$ cat src/design/pqs_pkg.sv
// package for the phy quick status block: register indices, field positions,
// reset values and widths shared by the bank and its irq unit; the synchroniser takes its width as a parameter.
// assumes a 32-bit apb slave with one register per aligned word.
package pqs_pkg;

  // ----------------------------------------------------------------
  // widths
  // ----------------------------------------------------------------
  localparam int ADDR_W = 8;
  localparam int DATA_W = 32;
  localparam int IDX_W = 6;
  localparam int IDX_LSB = 2;
  localparam int CNT_W = 8;
  localparam int EV_W = 8;
  localparam int LVL_W = 5;

  // ----------------------------------------------------------------
  // register indices, byte address is four times the index
  // ----------------------------------------------------------------
  localparam logic [IDX_W-1:0] IDX_BASIC_STATUS = 6'h01;
  localparam logic [IDX_W-1:0] IDX_NEG_EXPANSION = 6'h06;
  localparam logic [IDX_W-1:0] IDX_QUICK_STATUS = 6'h10;
  localparam logic [IDX_W-1:0] IDX_IRQ_STATUS = 6'h12;
  localparam logic [IDX_W-1:0] IDX_IRQ_MASK = 6'h13;
  localparam logic [IDX_W-1:0] IDX_FC_COUNTER = 6'h14;
  localparam logic [IDX_W-1:0] IDX_RXERR_COUNTER = 6'h15;
  localparam logic [IDX_W-1:0] IDX_PHY_CONTROL = 6'h19;
  localparam logic [IDX_W-1:0] IDX_TEN_STATUS = 6'h1A;
  localparam logic [1:0] ALIGN_OK = 2'h0;

  // ----------------------------------------------------------------
  // quick status field positions
  // ----------------------------------------------------------------
  localparam int QS_RSVD = 15;
  localparam int QS_XOVER = 14;
  localparam int QS_RXERR = 13;
  localparam int QS_POL = 12;
  localparam int QS_FC = 11;
  localparam int QS_SIGDET = 10;
  localparam int QS_LOCK = 9;
  localparam int QS_PAGE = 8;
  localparam int QS_IRQ = 7;
  localparam int QS_RFAULT = 6;

  // ----------------------------------------------------------------
  // other register fields
  // ----------------------------------------------------------------
  localparam int BS_RFAULT = 4;
  localparam int NE_PAGE = 1;
  localparam int TS_POL = 4;
  localparam int CTL_FORCE = 0;
  localparam int CTL_AUTO = 1;

  // ----------------------------------------------------------------
  // event bits of the interrupt status register
  // ----------------------------------------------------------------
  localparam int EV_RXERR = 0;
  localparam int EV_FC = 1;
  localparam int EV_POL = 2;
  localparam int EV_SIGLOSS = 3;
  localparam int EV_LOCKLOSS = 4;
  localparam int EV_PAGE = 5;
  localparam int EV_RFAULT = 6;
  localparam int EV_XOVER = 7;

  // ----------------------------------------------------------------
  // synchronised level positions
  // ----------------------------------------------------------------
  localparam int LV_SIGDET = 0;
  localparam int LV_LOCK = 1;
  localparam int LV_POL = 2;
  localparam int LV_RFAULT = 3;
  localparam int LV_SWAP = 4;

  // ----------------------------------------------------------------
  // reset values
  // ----------------------------------------------------------------
  localparam logic CTL_AUTO_RST = 1'b1;
  localparam logic CTL_FORCE_RST = 1'b0;
  localparam logic [CNT_W-1:0] CNT_MAX = 8'hFF;
  localparam logic [CNT_W-1:0] CNT_ONE = 8'h01;

endpackage : pqs_pkg

$ cat src/design/pqs_event_status.sv
// sticky interrupt status with mask and one level interrupt output.
// assumes the clear comes with a snapshot of the bits the reader saw.
`timescale 1ns/1ps
module pqs_event_status (
  // clock and reset
  input wire logic core_clk,
  input wire logic srst,
  // events and read-to-clear
  input wire logic [pqs_pkg::EV_W-1:0] ev_set,
  input wire logic rd_clr,
  input wire logic [pqs_pkg::EV_W-1:0] snap,
  input wire logic [pqs_pkg::EV_W-1:0] mask,
  // status out
  output logic [pqs_pkg::EV_W-1:0] status,
  output logic irq
);

  typedef struct packed {
    logic [pqs_pkg::EV_W-1:0] status;
  } pqs_evst_s;

  pqs_evst_s st;
  pqs_evst_s next_st;

  // ----------------------------------------------------------------
  // sticky bits
  // ----------------------------------------------------------------
  // only bits the reader actually saw are cleared; new events win
  always_comb begin
    next_st = st;
    next_st.status = ev_set | (st.status & ~(rd_clr ? snap : '0));
  end

  always_ff @(posedge core_clk) begin
    if (srst) begin
      st <= '0;
    end else begin
      st <= next_st;
    end
  end

  assign status = st.status;
  assign irq = |(st.status & mask);

  // ----------------------------------------------------------------
  // checks
  // ----------------------------------------------------------------
  property p_irq_level;
    @(posedge core_clk) disable iff (srst)
      (|(ev_set & mask)) |=> irq;
  endproperty
  a_irq_level: assert property (p_irq_level) else $error("masked event did not raise irq");

  property p_sticky_hold;
    @(posedge core_clk) disable iff (srst)
      (!rd_clr && (|st.status)) |=> ((st.status & $past(st.status)) == $past(st.status));
  endproperty
  a_sticky_hold: assert property (p_sticky_hold) else $error("status bit lost without a read");

endmodule : pqs_event_status

$ cat src/design/pqs_pin_sync.sv
// three-stage synchroniser for status levels arriving from other logic.
// assumes the levels are slow; a change counts once stages two and three agree.
`timescale 1ns/1ps
module pqs_pin_sync #(
  parameter int W = 5
) (
  // clock and reset
  input wire logic core_clk,
  input wire logic srst,
  // levels
  input wire logic [W-1:0] lvl_in,
  output logic [W-1:0] lvl_out
);

  typedef struct packed {
    logic [W-1:0] s1;
    logic [W-1:0] s2;
    logic [W-1:0] s3;
    logic [W-1:0] q;
  } pqs_sync_s;

  pqs_sync_s st;
  pqs_sync_s next_st;

  // ----------------------------------------------------------------
  // shift and agree
  // ----------------------------------------------------------------
  // s1 feeds only s2, so no logic ever sees a metastable value
  always_comb begin
    next_st = st;
    next_st.s1 = lvl_in;
    next_st.s2 = st.s1;
    next_st.s3 = st.s2;
    next_st.q = (~(st.s2 ^ st.s3) & st.s3) | ((st.s2 ^ st.s3) & st.q);
  end

  always_ff @(posedge core_clk) begin
    if (srst) begin
      st <= '0;
    end else begin
      st <= next_st;
    end
  end

  assign lvl_out = st.q;

endmodule : pqs_pin_sync

$ cat src/design/pqs_quick_status.sv
// phy quick status register bank with its source registers, as an apb slave.
// assumes status events come as one-cycle pulses on core_clk and that the
// status levels come from other logic and are synchronised here.
//
// Function
// - bit 15 ignores writes, reads zero
// - crossover bit one when pairs swapped
// - crossover follows enable, force and swaps
// - receive-error latch set, cleared by counter read
// - polarity mirrors ten-status bit, cleared there
// - false-carrier latch set, cleared by counter read
// - signal detect latched low until read
// - descrambler lock latched low until read
// - page received copies expansion flag bit
// - interrupt pending while irq pending, status clears
// - remote fault set, cleared by basic status
//
// The implementer's own choice: register access over APB.
`timescale 1ns/1ps
module pqs_quick_status (
  // clock and reset
  input wire logic core_clk,
  input wire logic srst,
  // apb slave
  input wire logic psel,
  input wire logic penable,
  input wire logic pwrite,
  input wire logic [pqs_pkg::ADDR_W-1:0] paddr,
  input wire logic [pqs_pkg::DATA_W-1:0] pwdata,
  output logic [pqs_pkg::DATA_W-1:0] prdata,
  output logic pready,
  output logic pslverr,
  // event pulses from same-clock logic
  input wire logic rx_error_evt,
  input wire logic false_carrier_evt,
  input wire logic page_received_evt,
  // status levels from other logic
  input wire logic signal_detect,
  input wire logic descrambler_lock,
  input wire logic polarity_inverted,
  input wire logic remote_fault_ind,
  input wire logic pair_swap,
  // interrupt
  output logic irq
);

  typedef struct packed {
    logic [pqs_pkg::DATA_W-1:0] prdata;
    logic err;
    logic ctl_auto;
    logic ctl_force;
    logic [pqs_pkg::EV_W-1:0] mask;
    logic xover;
    logic rxerr_l;
    logic fc_l;
    logic pol_l;
    logic page_l;
    logic rf_l;
    logic sd_ll;
    logic lock_ll;
    logic [pqs_pkg::CNT_W-1:0] rxerr_cnt;
    logic [pqs_pkg::CNT_W-1:0] fc_cnt;
    logic [pqs_pkg::LVL_W-1:0] lvl_q;
  } pqs_bank_s;

  pqs_bank_s st;
  pqs_bank_s next_st;

  // ----------------------------------------------------------------
  // helper functions
  // ----------------------------------------------------------------
  // access of a given register in the access phase
  function automatic logic hit_of(input logic acc, input logic [pqs_pkg::IDX_W-1:0] idx,
                                  input logic [pqs_pkg::IDX_W-1:0] want);
    hit_of = acc && (idx == want);
  endfunction : hit_of

  // latched-high flag: set wins over clear
  function automatic logic latch_hi(input logic cur, input logic set, input logic clr);
    latch_hi = set | (cur & ~clr);
  endfunction : latch_hi

  // counter minus what the reader saw, plus a new event, saturating
  function automatic logic [pqs_pkg::CNT_W-1:0] cnt_step(input logic [pqs_pkg::CNT_W-1:0] cnt,
                                                         input logic [pqs_pkg::CNT_W-1:0] sub,
                                                         input logic ev);
    logic [pqs_pkg::CNT_W:0] t;
    t = {1'b0, cnt} - {1'b0, sub};
    if (ev && (t[pqs_pkg::CNT_W-1:0] != pqs_pkg::CNT_MAX)) begin
      t = t + {1'b0, pqs_pkg::CNT_ONE};
    end
    cnt_step = t[pqs_pkg::CNT_W-1:0];
  endfunction : cnt_step

  // ----------------------------------------------------------------
  // level synchroniser
  // ----------------------------------------------------------------
  logic [pqs_pkg::LVL_W-1:0] lvl_raw;
  logic [pqs_pkg::LVL_W-1:0] lvl_s;

  // levels come from logic on other clocks, hence three stages
  always_comb begin
    lvl_raw = '0;
    lvl_raw[pqs_pkg::LV_SIGDET] = signal_detect;
    lvl_raw[pqs_pkg::LV_LOCK] = descrambler_lock;
    lvl_raw[pqs_pkg::LV_POL] = polarity_inverted;
    lvl_raw[pqs_pkg::LV_RFAULT] = remote_fault_ind;
    lvl_raw[pqs_pkg::LV_SWAP] = pair_swap;
  end

  pqs_pin_sync #(
    .W(pqs_pkg::LVL_W)
  ) u_sync (
    .core_clk(core_clk),
    .srst(srst),
    .lvl_in(lvl_raw),
    .lvl_out(lvl_s)
  );

  // ----------------------------------------------------------------
  // apb decode
  // ----------------------------------------------------------------
  logic [pqs_pkg::IDX_W-1:0] idx;
  logic setup;
  logic rd_acc;
  logic wr_acc;
  logic known;
  logic rd_qs;
  logic rd_rxc;
  logic rd_fcc;
  logic rd_neg;
  logic rd_ten;
  logic rd_bas;
  logic rd_irq;

  assign idx = paddr[pqs_pkg::IDX_LSB +: pqs_pkg::IDX_W];
  assign setup = psel && !penable;
  // misaligned accesses only get an error: no write lands and no read clears a flag
  assign rd_acc = psel && penable && !pwrite && (paddr[pqs_pkg::IDX_LSB-1:0] == pqs_pkg::ALIGN_OK);
  assign wr_acc = psel && penable && pwrite && (paddr[pqs_pkg::IDX_LSB-1:0] == pqs_pkg::ALIGN_OK);
  // zero wait states: every access completes in its first access cycle
  assign pready = psel && penable;
  assign pslverr = psel && penable && st.err;

  // read strobes that clear flags; a summary read reloads its own latched-low bits
  assign rd_qs = hit_of(rd_acc, idx, pqs_pkg::IDX_QUICK_STATUS);
  assign rd_rxc = hit_of(rd_acc, idx, pqs_pkg::IDX_RXERR_COUNTER);
  assign rd_fcc = hit_of(rd_acc, idx, pqs_pkg::IDX_FC_COUNTER);
  assign rd_neg = hit_of(rd_acc, idx, pqs_pkg::IDX_NEG_EXPANSION);
  assign rd_ten = hit_of(rd_acc, idx, pqs_pkg::IDX_TEN_STATUS);
  assign rd_bas = hit_of(rd_acc, idx, pqs_pkg::IDX_BASIC_STATUS);
  assign rd_irq = hit_of(rd_acc, idx, pqs_pkg::IDX_IRQ_STATUS);

  // ----------------------------------------------------------------
  // interrupt events
  // ----------------------------------------------------------------
  logic xover_now;
  logic [pqs_pkg::EV_W-1:0] ev_set;
  logic [pqs_pkg::EV_W-1:0] irq_status;

  // force wins over the detector; with auto and force both off the pairs stay normal
  assign xover_now = st.ctl_force | (st.ctl_auto & lvl_s[pqs_pkg::LV_SWAP]);

  // edges are taken on synchronised levels; the crossover edge also follows control writes
  always_comb begin
    ev_set = '0;
    ev_set[pqs_pkg::EV_RXERR] = rx_error_evt;
    ev_set[pqs_pkg::EV_FC] = false_carrier_evt;
    ev_set[pqs_pkg::EV_POL] = lvl_s[pqs_pkg::LV_POL] & ~st.lvl_q[pqs_pkg::LV_POL];
    ev_set[pqs_pkg::EV_SIGLOSS] = ~lvl_s[pqs_pkg::LV_SIGDET] & st.lvl_q[pqs_pkg::LV_SIGDET];
    ev_set[pqs_pkg::EV_LOCKLOSS] = ~lvl_s[pqs_pkg::LV_LOCK] & st.lvl_q[pqs_pkg::LV_LOCK];
    ev_set[pqs_pkg::EV_PAGE] = page_received_evt;
    ev_set[pqs_pkg::EV_RFAULT] = lvl_s[pqs_pkg::LV_RFAULT] & ~st.lvl_q[pqs_pkg::LV_RFAULT];
    ev_set[pqs_pkg::EV_XOVER] = xover_now ^ st.xover;
  end

  pqs_event_status u_evst (
    .core_clk(core_clk),
    .srst(srst),
    .ev_set(ev_set),
    .rd_clr(rd_irq),
    .snap(st.prdata[pqs_pkg::EV_W-1:0]),
    .mask(st.mask),
    .status(irq_status),
    .irq(irq)
  );

  // ----------------------------------------------------------------
  // read mux
  // ----------------------------------------------------------------
  logic [pqs_pkg::DATA_W-1:0] rd_word;

  // bit 15 and the uncovered low bits of the summary read as zero
  always_comb begin
    rd_word = '0;
    known = 1'b1;
    unique case (idx)
      pqs_pkg::IDX_QUICK_STATUS: begin
        rd_word[pqs_pkg::QS_RSVD] = 1'b0;
        rd_word[pqs_pkg::QS_XOVER] = st.xover;
        rd_word[pqs_pkg::QS_RXERR] = st.rxerr_l;
        rd_word[pqs_pkg::QS_POL] = st.pol_l;
        rd_word[pqs_pkg::QS_FC] = st.fc_l;
        rd_word[pqs_pkg::QS_SIGDET] = st.sd_ll;
        rd_word[pqs_pkg::QS_LOCK] = st.lock_ll;
        rd_word[pqs_pkg::QS_PAGE] = st.page_l;
        rd_word[pqs_pkg::QS_IRQ] = irq;
        rd_word[pqs_pkg::QS_RFAULT] = st.rf_l;
      end
      pqs_pkg::IDX_IRQ_STATUS: rd_word[pqs_pkg::EV_W-1:0] = irq_status;
      pqs_pkg::IDX_IRQ_MASK: rd_word[pqs_pkg::EV_W-1:0] = st.mask;
      pqs_pkg::IDX_PHY_CONTROL: begin
        rd_word[pqs_pkg::CTL_AUTO] = st.ctl_auto;
        rd_word[pqs_pkg::CTL_FORCE] = st.ctl_force;
      end
      pqs_pkg::IDX_RXERR_COUNTER: rd_word[pqs_pkg::CNT_W-1:0] = st.rxerr_cnt;
      pqs_pkg::IDX_FC_COUNTER: rd_word[pqs_pkg::CNT_W-1:0] = st.fc_cnt;
      pqs_pkg::IDX_NEG_EXPANSION: rd_word[pqs_pkg::NE_PAGE] = st.page_l;
      pqs_pkg::IDX_TEN_STATUS: rd_word[pqs_pkg::TS_POL] = st.pol_l;
      pqs_pkg::IDX_BASIC_STATUS: rd_word[pqs_pkg::BS_RFAULT] = st.rf_l;
      default: known = 1'b0;
    endcase
  end

  // ----------------------------------------------------------------
  // next state
  // ----------------------------------------------------------------
  // read data is caught in setup, so clears use exactly what was returned
  always_comb begin
    next_st = st;
    if (setup) begin
      next_st.prdata = rd_word;
      next_st.err = !known || (paddr[pqs_pkg::IDX_LSB-1:0] != pqs_pkg::ALIGN_OK);
    end
    // only mask and control take writes; summary writes fall away
    if (hit_of(wr_acc, idx, pqs_pkg::IDX_IRQ_MASK)) begin
      next_st.mask = pwdata[pqs_pkg::EV_W-1:0];
    end
    if (hit_of(wr_acc, idx, pqs_pkg::IDX_PHY_CONTROL)) begin
      next_st.ctl_auto = pwdata[pqs_pkg::CTL_AUTO];
      next_st.ctl_force = pwdata[pqs_pkg::CTL_FORCE];
    end
    next_st.xover = xover_now;
    next_st.lvl_q = lvl_s;
    // latched-high flags, each cleared by its own source register
    next_st.rxerr_l = latch_hi(st.rxerr_l, rx_error_evt, rd_rxc);
    next_st.fc_l = latch_hi(st.fc_l, false_carrier_evt, rd_fcc);
    next_st.pol_l = latch_hi(st.pol_l, lvl_s[pqs_pkg::LV_POL], rd_ten && st.prdata[pqs_pkg::TS_POL]);
    next_st.page_l = latch_hi(st.page_l, page_received_evt, rd_neg && st.prdata[pqs_pkg::NE_PAGE]);
    next_st.rf_l = latch_hi(st.rf_l, lvl_s[pqs_pkg::LV_RFAULT], rd_bas && st.prdata[pqs_pkg::BS_RFAULT]);
    // latched-low: a summary read reloads the live level
    next_st.sd_ll = rd_qs ? lvl_s[pqs_pkg::LV_SIGDET] : (st.sd_ll & lvl_s[pqs_pkg::LV_SIGDET]);
    next_st.lock_ll = rd_qs ? lvl_s[pqs_pkg::LV_LOCK] : (st.lock_ll & lvl_s[pqs_pkg::LV_LOCK]);
    // counters lose only the count the reader saw
    next_st.rxerr_cnt = cnt_step(st.rxerr_cnt, rd_rxc ? st.prdata[pqs_pkg::CNT_W-1:0] : '0, rx_error_evt);
    next_st.fc_cnt = cnt_step(st.fc_cnt, rd_fcc ? st.prdata[pqs_pkg::CNT_W-1:0] : '0, false_carrier_evt);
  end

  // state register, every summary bit starts at zero
  always_ff @(posedge core_clk) begin
    if (srst) begin
      st <= '0;
      st.ctl_auto <= pqs_pkg::CTL_AUTO_RST;
      st.ctl_force <= pqs_pkg::CTL_FORCE_RST;
    end else begin
      st <= next_st;
    end
  end

  assign prdata = st.prdata;

  // ----------------------------------------------------------------
  // checks
  // ----------------------------------------------------------------
  property p_rsvd_zero;
    @(posedge core_clk) disable iff (srst)
      rd_qs |-> !prdata[pqs_pkg::QS_RSVD] && !pslverr;
  endproperty
  a_rsvd_zero: assert property (p_rsvd_zero) else $error("summary bit 15 read as one");

  property p_xover_normal;
    @(posedge core_clk) disable iff (srst)
      (!st.ctl_auto && !st.ctl_force) [*2] |-> !st.xover;
  endproperty
  a_xover_normal: assert property (p_xover_normal) else $error("crossover set with auto and force off");

  property p_xover_track;
    @(posedge core_clk) disable iff (srst)
      (st.ctl_auto && !st.ctl_force) ##1 (st.ctl_auto && !st.ctl_force) |-> st.xover == $past(lvl_s[pqs_pkg::LV_SWAP]);
  endproperty
  a_xover_track: assert property (p_xover_track) else $error("crossover not tracking swap");

  property p_rxerr_hold;
    @(posedge core_clk) disable iff (srst)
      rx_error_evt ##1 !rd_rxc [*3] |-> st.rxerr_l;
  endproperty
  a_rxerr_hold: assert property (p_rxerr_hold) else $error("receive error latch lost");

  property p_pol_copy;
    @(posedge core_clk) disable iff (srst)
      lvl_s[pqs_pkg::LV_POL] |=> st.pol_l;
  endproperty
  a_pol_copy: assert property (p_pol_copy) else $error("polarity bit not set");

  property p_fc_clear;
    @(posedge core_clk) disable iff (srst)
      (rd_fcc && !false_carrier_evt) |=> !st.fc_l;
  endproperty
  a_fc_clear: assert property (p_fc_clear) else $error("false carrier latch survived counter read");

  property p_sd_low;
    @(posedge core_clk) disable iff (srst)
      (!lvl_s[pqs_pkg::LV_SIGDET] ##1 !rd_qs) |-> !st.sd_ll;
  endproperty
  a_sd_low: assert property (p_sd_low) else $error("signal detect low not held");

  property p_lock_low;
    @(posedge core_clk) disable iff (srst)
      (!lvl_s[pqs_pkg::LV_LOCK] && !rd_qs) |=> !st.lock_ll;
  endproperty
  a_lock_low: assert property (p_lock_low) else $error("lock loss not latched");

  property p_page_set;
    @(posedge core_clk) disable iff (srst)
      page_received_evt |=> st.page_l ##1 (st.page_l || $past(rd_neg));
  endproperty
  a_page_set: assert property (p_page_set) else $error("page received not held");

  property p_rf_set;
    @(posedge core_clk) disable iff (srst)
      lvl_s[pqs_pkg::LV_RFAULT] |=> st.rf_l;
  endproperty
  a_rf_set: assert property (p_rf_set) else $error("remote fault not set");

  property p_qs_read_keeps;
    @(posedge core_clk) disable iff (srst)
      rd_qs |=> (st.rxerr_l || !$past(st.rxerr_l)) && (st.fc_l || !$past(st.fc_l)) && (st.pol_l || !$past(st.pol_l))
        && (st.page_l || !$past(st.page_l)) && (st.rf_l || !$past(st.rf_l));
  endproperty
  a_qs_read_keeps: assert property (p_qs_read_keeps) else $error("summary read cleared a flag");

endmodule : pqs_quick_status

$ cat config.mk
export PLATFORM = sky130hd
export DESIGN_NAME = pqs_quick_status
export DESIGN_NICKNAME = d
export VERILOG_FILES = /design/src/design/pqs_pkg.sv /design/src/design/pqs_event_status.sv /design/src/design/pqs_pin_sync.sv /design/src/design/pqs_quick_status.sv
export SDC_FILE = /design/constraint.sdc
export NUM_CORES = 1
export LEC_CHECK = 0
export BUFFER_PORTS_ARGS = -buffer_cell sky130_fd_sc_hd__buf_4
export CAP_MARGIN = 40
export CORE_ASPECT_RATIO = 0.9
export CORE_MARGIN = 2
export CORE_UTILIZATION = 55
export CTS_BUF_LIST = sky130_fd_sc_hd__clkbuf_4 sky130_fd_sc_hd__clkbuf_8
export DETAILED_ROUTE_END_ITERATION = 16
export PLACE_DENSITY = 0.86
export REMOVE_ABC_BUFFERS = 1
export SYNTH_ARGS = -nofsm -noshare
export SYNTH_HDL_FRONTEND = slang
export SYNTH_HIERARCHICAL = 1
export SYNTH_SLANG_ARGS = --single-unit
export TNS_END_PERCENT = 1
$ cat constraint.sdc
create_clock -name core_clk -period 5.24 [get_ports core_clk]
set_input_delay 1.048 -clock core_clk [delete_from_list [all_inputs] [get_ports core_clk]]
set_output_delay 1.048 -clock core_clk [all_outputs]
set_load 0.01 [all_outputs]
==> metrics <==
worst path arrival time=4.74 ns; FF-to-FF path depth=11; drt initial violations=301; global route overflow=0; worst-margin pin slew=0.8929 ns; crit share post-route=85.07%; crit path from=paddr[5]; Comb pwr share=24.0%; Startpoint Class=input pin; vias in the first global route=3627; Cells after DPL=634; pins over their slew limit=0; cells after synthesis=521; gr usage total=23.44%; via/cell ratio=6.005; MaxCap Viol Count=0; relative max-transition margin=40.47%; via count=3903; RSZ-0062 raised after global routing=no; DRT Wirelength=10410 um; R2R Path End=st[5]; worst slack, placed=0.4840 ns; reg2reg setup slack=1.96 ns; pin count of the biggest net entering global routing=79; Final Wtd Congestion=0.9502; clock buffer depth=2; Num CTS Buffers=9; first-pass GRT wire length=17110 um; non-filler cells, final=650; EDFF count, synth=0; nets=619; Avg Cell Area, Syn=8.785 um^2; row cnt=31; sequential cell fraction of total power=46.7%; core box area=8068 um^2; clock-pin slew on the worst setup and hold paths=0.08 ns; Root Driver=clkbuf_8; flops & latches, synth=82; WHS Path Cells=1; worst skew pair latency=0.36 ns; PwrDens=296.4 nW/um^2; Clock power frac=29.4%; dominant synthesized flop cell=dfxtp_1; postcts setup bufs=0; hold crit path type=reg -> reg; Setup Crit Path Kind=in -> reg; HPWL after DPL=7747 um; IO Port Bufs=46; worst-case vdd ir drop=0.2031 mV; Avg WL per Cell=16.01 um; Post-synth ARST share=0%; Hold Fails Final Rpt=0; Fin Hold WS=0.4441 ns; 1st-pass router iterations=5; # diodes=0; reg2reg start=prdata[0]; P_sw=477.1 uW; CP required=5.52 ns; switching fraction of total power=32.39%; leakage power=2.083 nW; count of unique library cells instantiated by Yosys=65; post_cts resized=0; Die X=100.2 um; hold bufs inserted after CTS=0; CTS tree=done; antenna viol nets, final=0; initial antenna violation count=0; Yosys top cell by area=dfxtp_1; clk sink count=82; H-tree depth=3; Total Die Area=9068 um^2; sequential element share of the synthesized area=35.87%; warnings from Yosys=6; Setup Total Neg Slack=0 ns; Layout area overhead=8.584%; share of the synthesized area in the top cell type=35.87%; f_max=224.3 MHz; share of cells above drive strength 1=18.51%; # DRC=0; CP max FO=7; status=completed; initial core utilization=56.73%; final setup violation count=0; CP endpoint kind=flop; Syn Std Cell Area=4577 um^2; crit path time final=4.458 ns; largest cells by area after synthesis=dfxtp_1 (36%), buf_4 (6.2%), ha_1 (4.9%); Boundary Pins=88; crit path to=st[5]; setup ws final=0.7825 ns; Die Y=90.54 um; skew final=0.009512 ns; internal power=995.9 uW
[registers in the layout, indices dropped and copies added (netlist names), named ones only]
name	flops
u_evst/status	8
st	39
u_sync/next_st	10
u_sync/st	5
prdata	15
[final cells by class]
class | count | area [um^2]
Clock buffer | 10 | 137.6
Fill cell | 680 | 3098
Tap cell | 99 | 123.9
Sequential cell | 82 | 1642
Multi-Input combinational cell | 386 | 2576
Inverter | 16 | 60.06
Timing Repair Buffer | 51 | 382.9
Clock inverter | 6 | 47.55
[synth_stat cells, types with 7 or more instances]
library cell,n
nand2b_1,10
nand3_1,15
dfxtp_1,82
nor2_1,59
ha_1,18
o21ai_0,8
buf_4,38
nor2b_2,16
nor3_1,16
a21boi_1,8
clkbuf_1,11
o21ba_1,8
nor2b_1,10
a21oi_1,25
a211oi_1,7
nand2_1,34
a22oi_1,15
inv_1,16
nor4_1,8
mux2i_1,13
[cells by family after synthesis]
family          after synthesis  synth area share [%]
compound gates              118                 19.05
other cells                   1               0.08193
flops                        82                 35.87
buf+inv                      69                 9.158
fa+ha+maj                    20                 5.796
mux                          19                 4.401
xor+xnor                     11                 2.105
simple gates                201                 23.54
[power groups by stage]
stage / Sequential [mW] / Clock [mW] / Combinational [mW]
CTS: 0.687 / 0.433 / 0.346
detailed placement: 0.701 / 0 / 0.344
global route: 0.692 / 0.461 / 0.389
floorplan: 0.692 / 0 / 0.249
finish: 0.687 / 0.433 / 0.353
global placement: 0.701 / 0 / 0.329
[critical path: stages]
cell,delay [ns]
buf_4,0.13
nand4bb_1,0.37
nor4_1,0.41
and2_1,0.22
ha_1,0.15
inv_1,0.05
fa_1,0.41
a211oi_1,0.41
nor2_1,0.12
xnor2_1,0.28
o2111ai_1,0.28
or4_1,0.55
a21o_1,0.21
a21oi_1,0.11
[cell usage in the layout (no fill, tap or decap), types with 4 or more instances in the layout]
cell type  Yosys  final
nor2b_2       16     16
nand3_1       15     15
inv_1         16     16
a222oi_1       4      4
and2_1         4      4
dfxtp_1       82     82
conb_1         1     17
xnor2_1        5      5
o21ai_1        5      5
clkbuf_8       0     10
nand4_1        5      5
a21oi_1       25     25
o21a_1         6      6
o21ba_1        8      8
nor3_1        16     16
ha_1          18     18
mux2_2         5      5
a211oi_1       7      7
nor2b_1       10     10
nand2b_1      10     10
nand2_1       34     34
buf_4         38     51
nor2_1        59     59
mux2i_1       13     13
or2_2          4      4
o21ai_0        8      8
nor4_1         8      8
a21oi_2        5      5
a22oi_1       15     15
xor2_1         6      6
a21boi_1       8      8
[layer usage]
layer,GRT usage [%],part of all wire [%],vias to the layer above
li1,-,-,1861
met1,31.25,44,1855
met2,37.30,47,168
met3,4.799,6.9,19
met4,8.790,2.2,0
met5,0,0,-
[how the worst min path moves through the flow]
stage                       startpoint                 to
floorplan           u_sync/next_st[10]  u_sync/next_st[5]
global placement    u_sync/next_st[10]  u_sync/next_st[5]
detailed placement  u_sync/next_st[12]  u_sync/next_st[7]
CTS                 u_sync/next_st[12]  u_sync/next_st[7]
global route        u_sync/next_st[12]  u_sync/next_st[7]
finish              u_sync/next_st[14]  u_sync/next_st[9]
[through the flow]
step,total power [mW],utilization [%],area [um^2]
final,1.473,61.60,4970
after global routing,1.541,61.60,4970
after CTS,1.466,61.60,4970
after detailed placement,1.045,59.31,4785
after global placement,1.030,59.31,4785
after floorplan,0.9414,-,4278
Power figures use the tool's default switching activity.
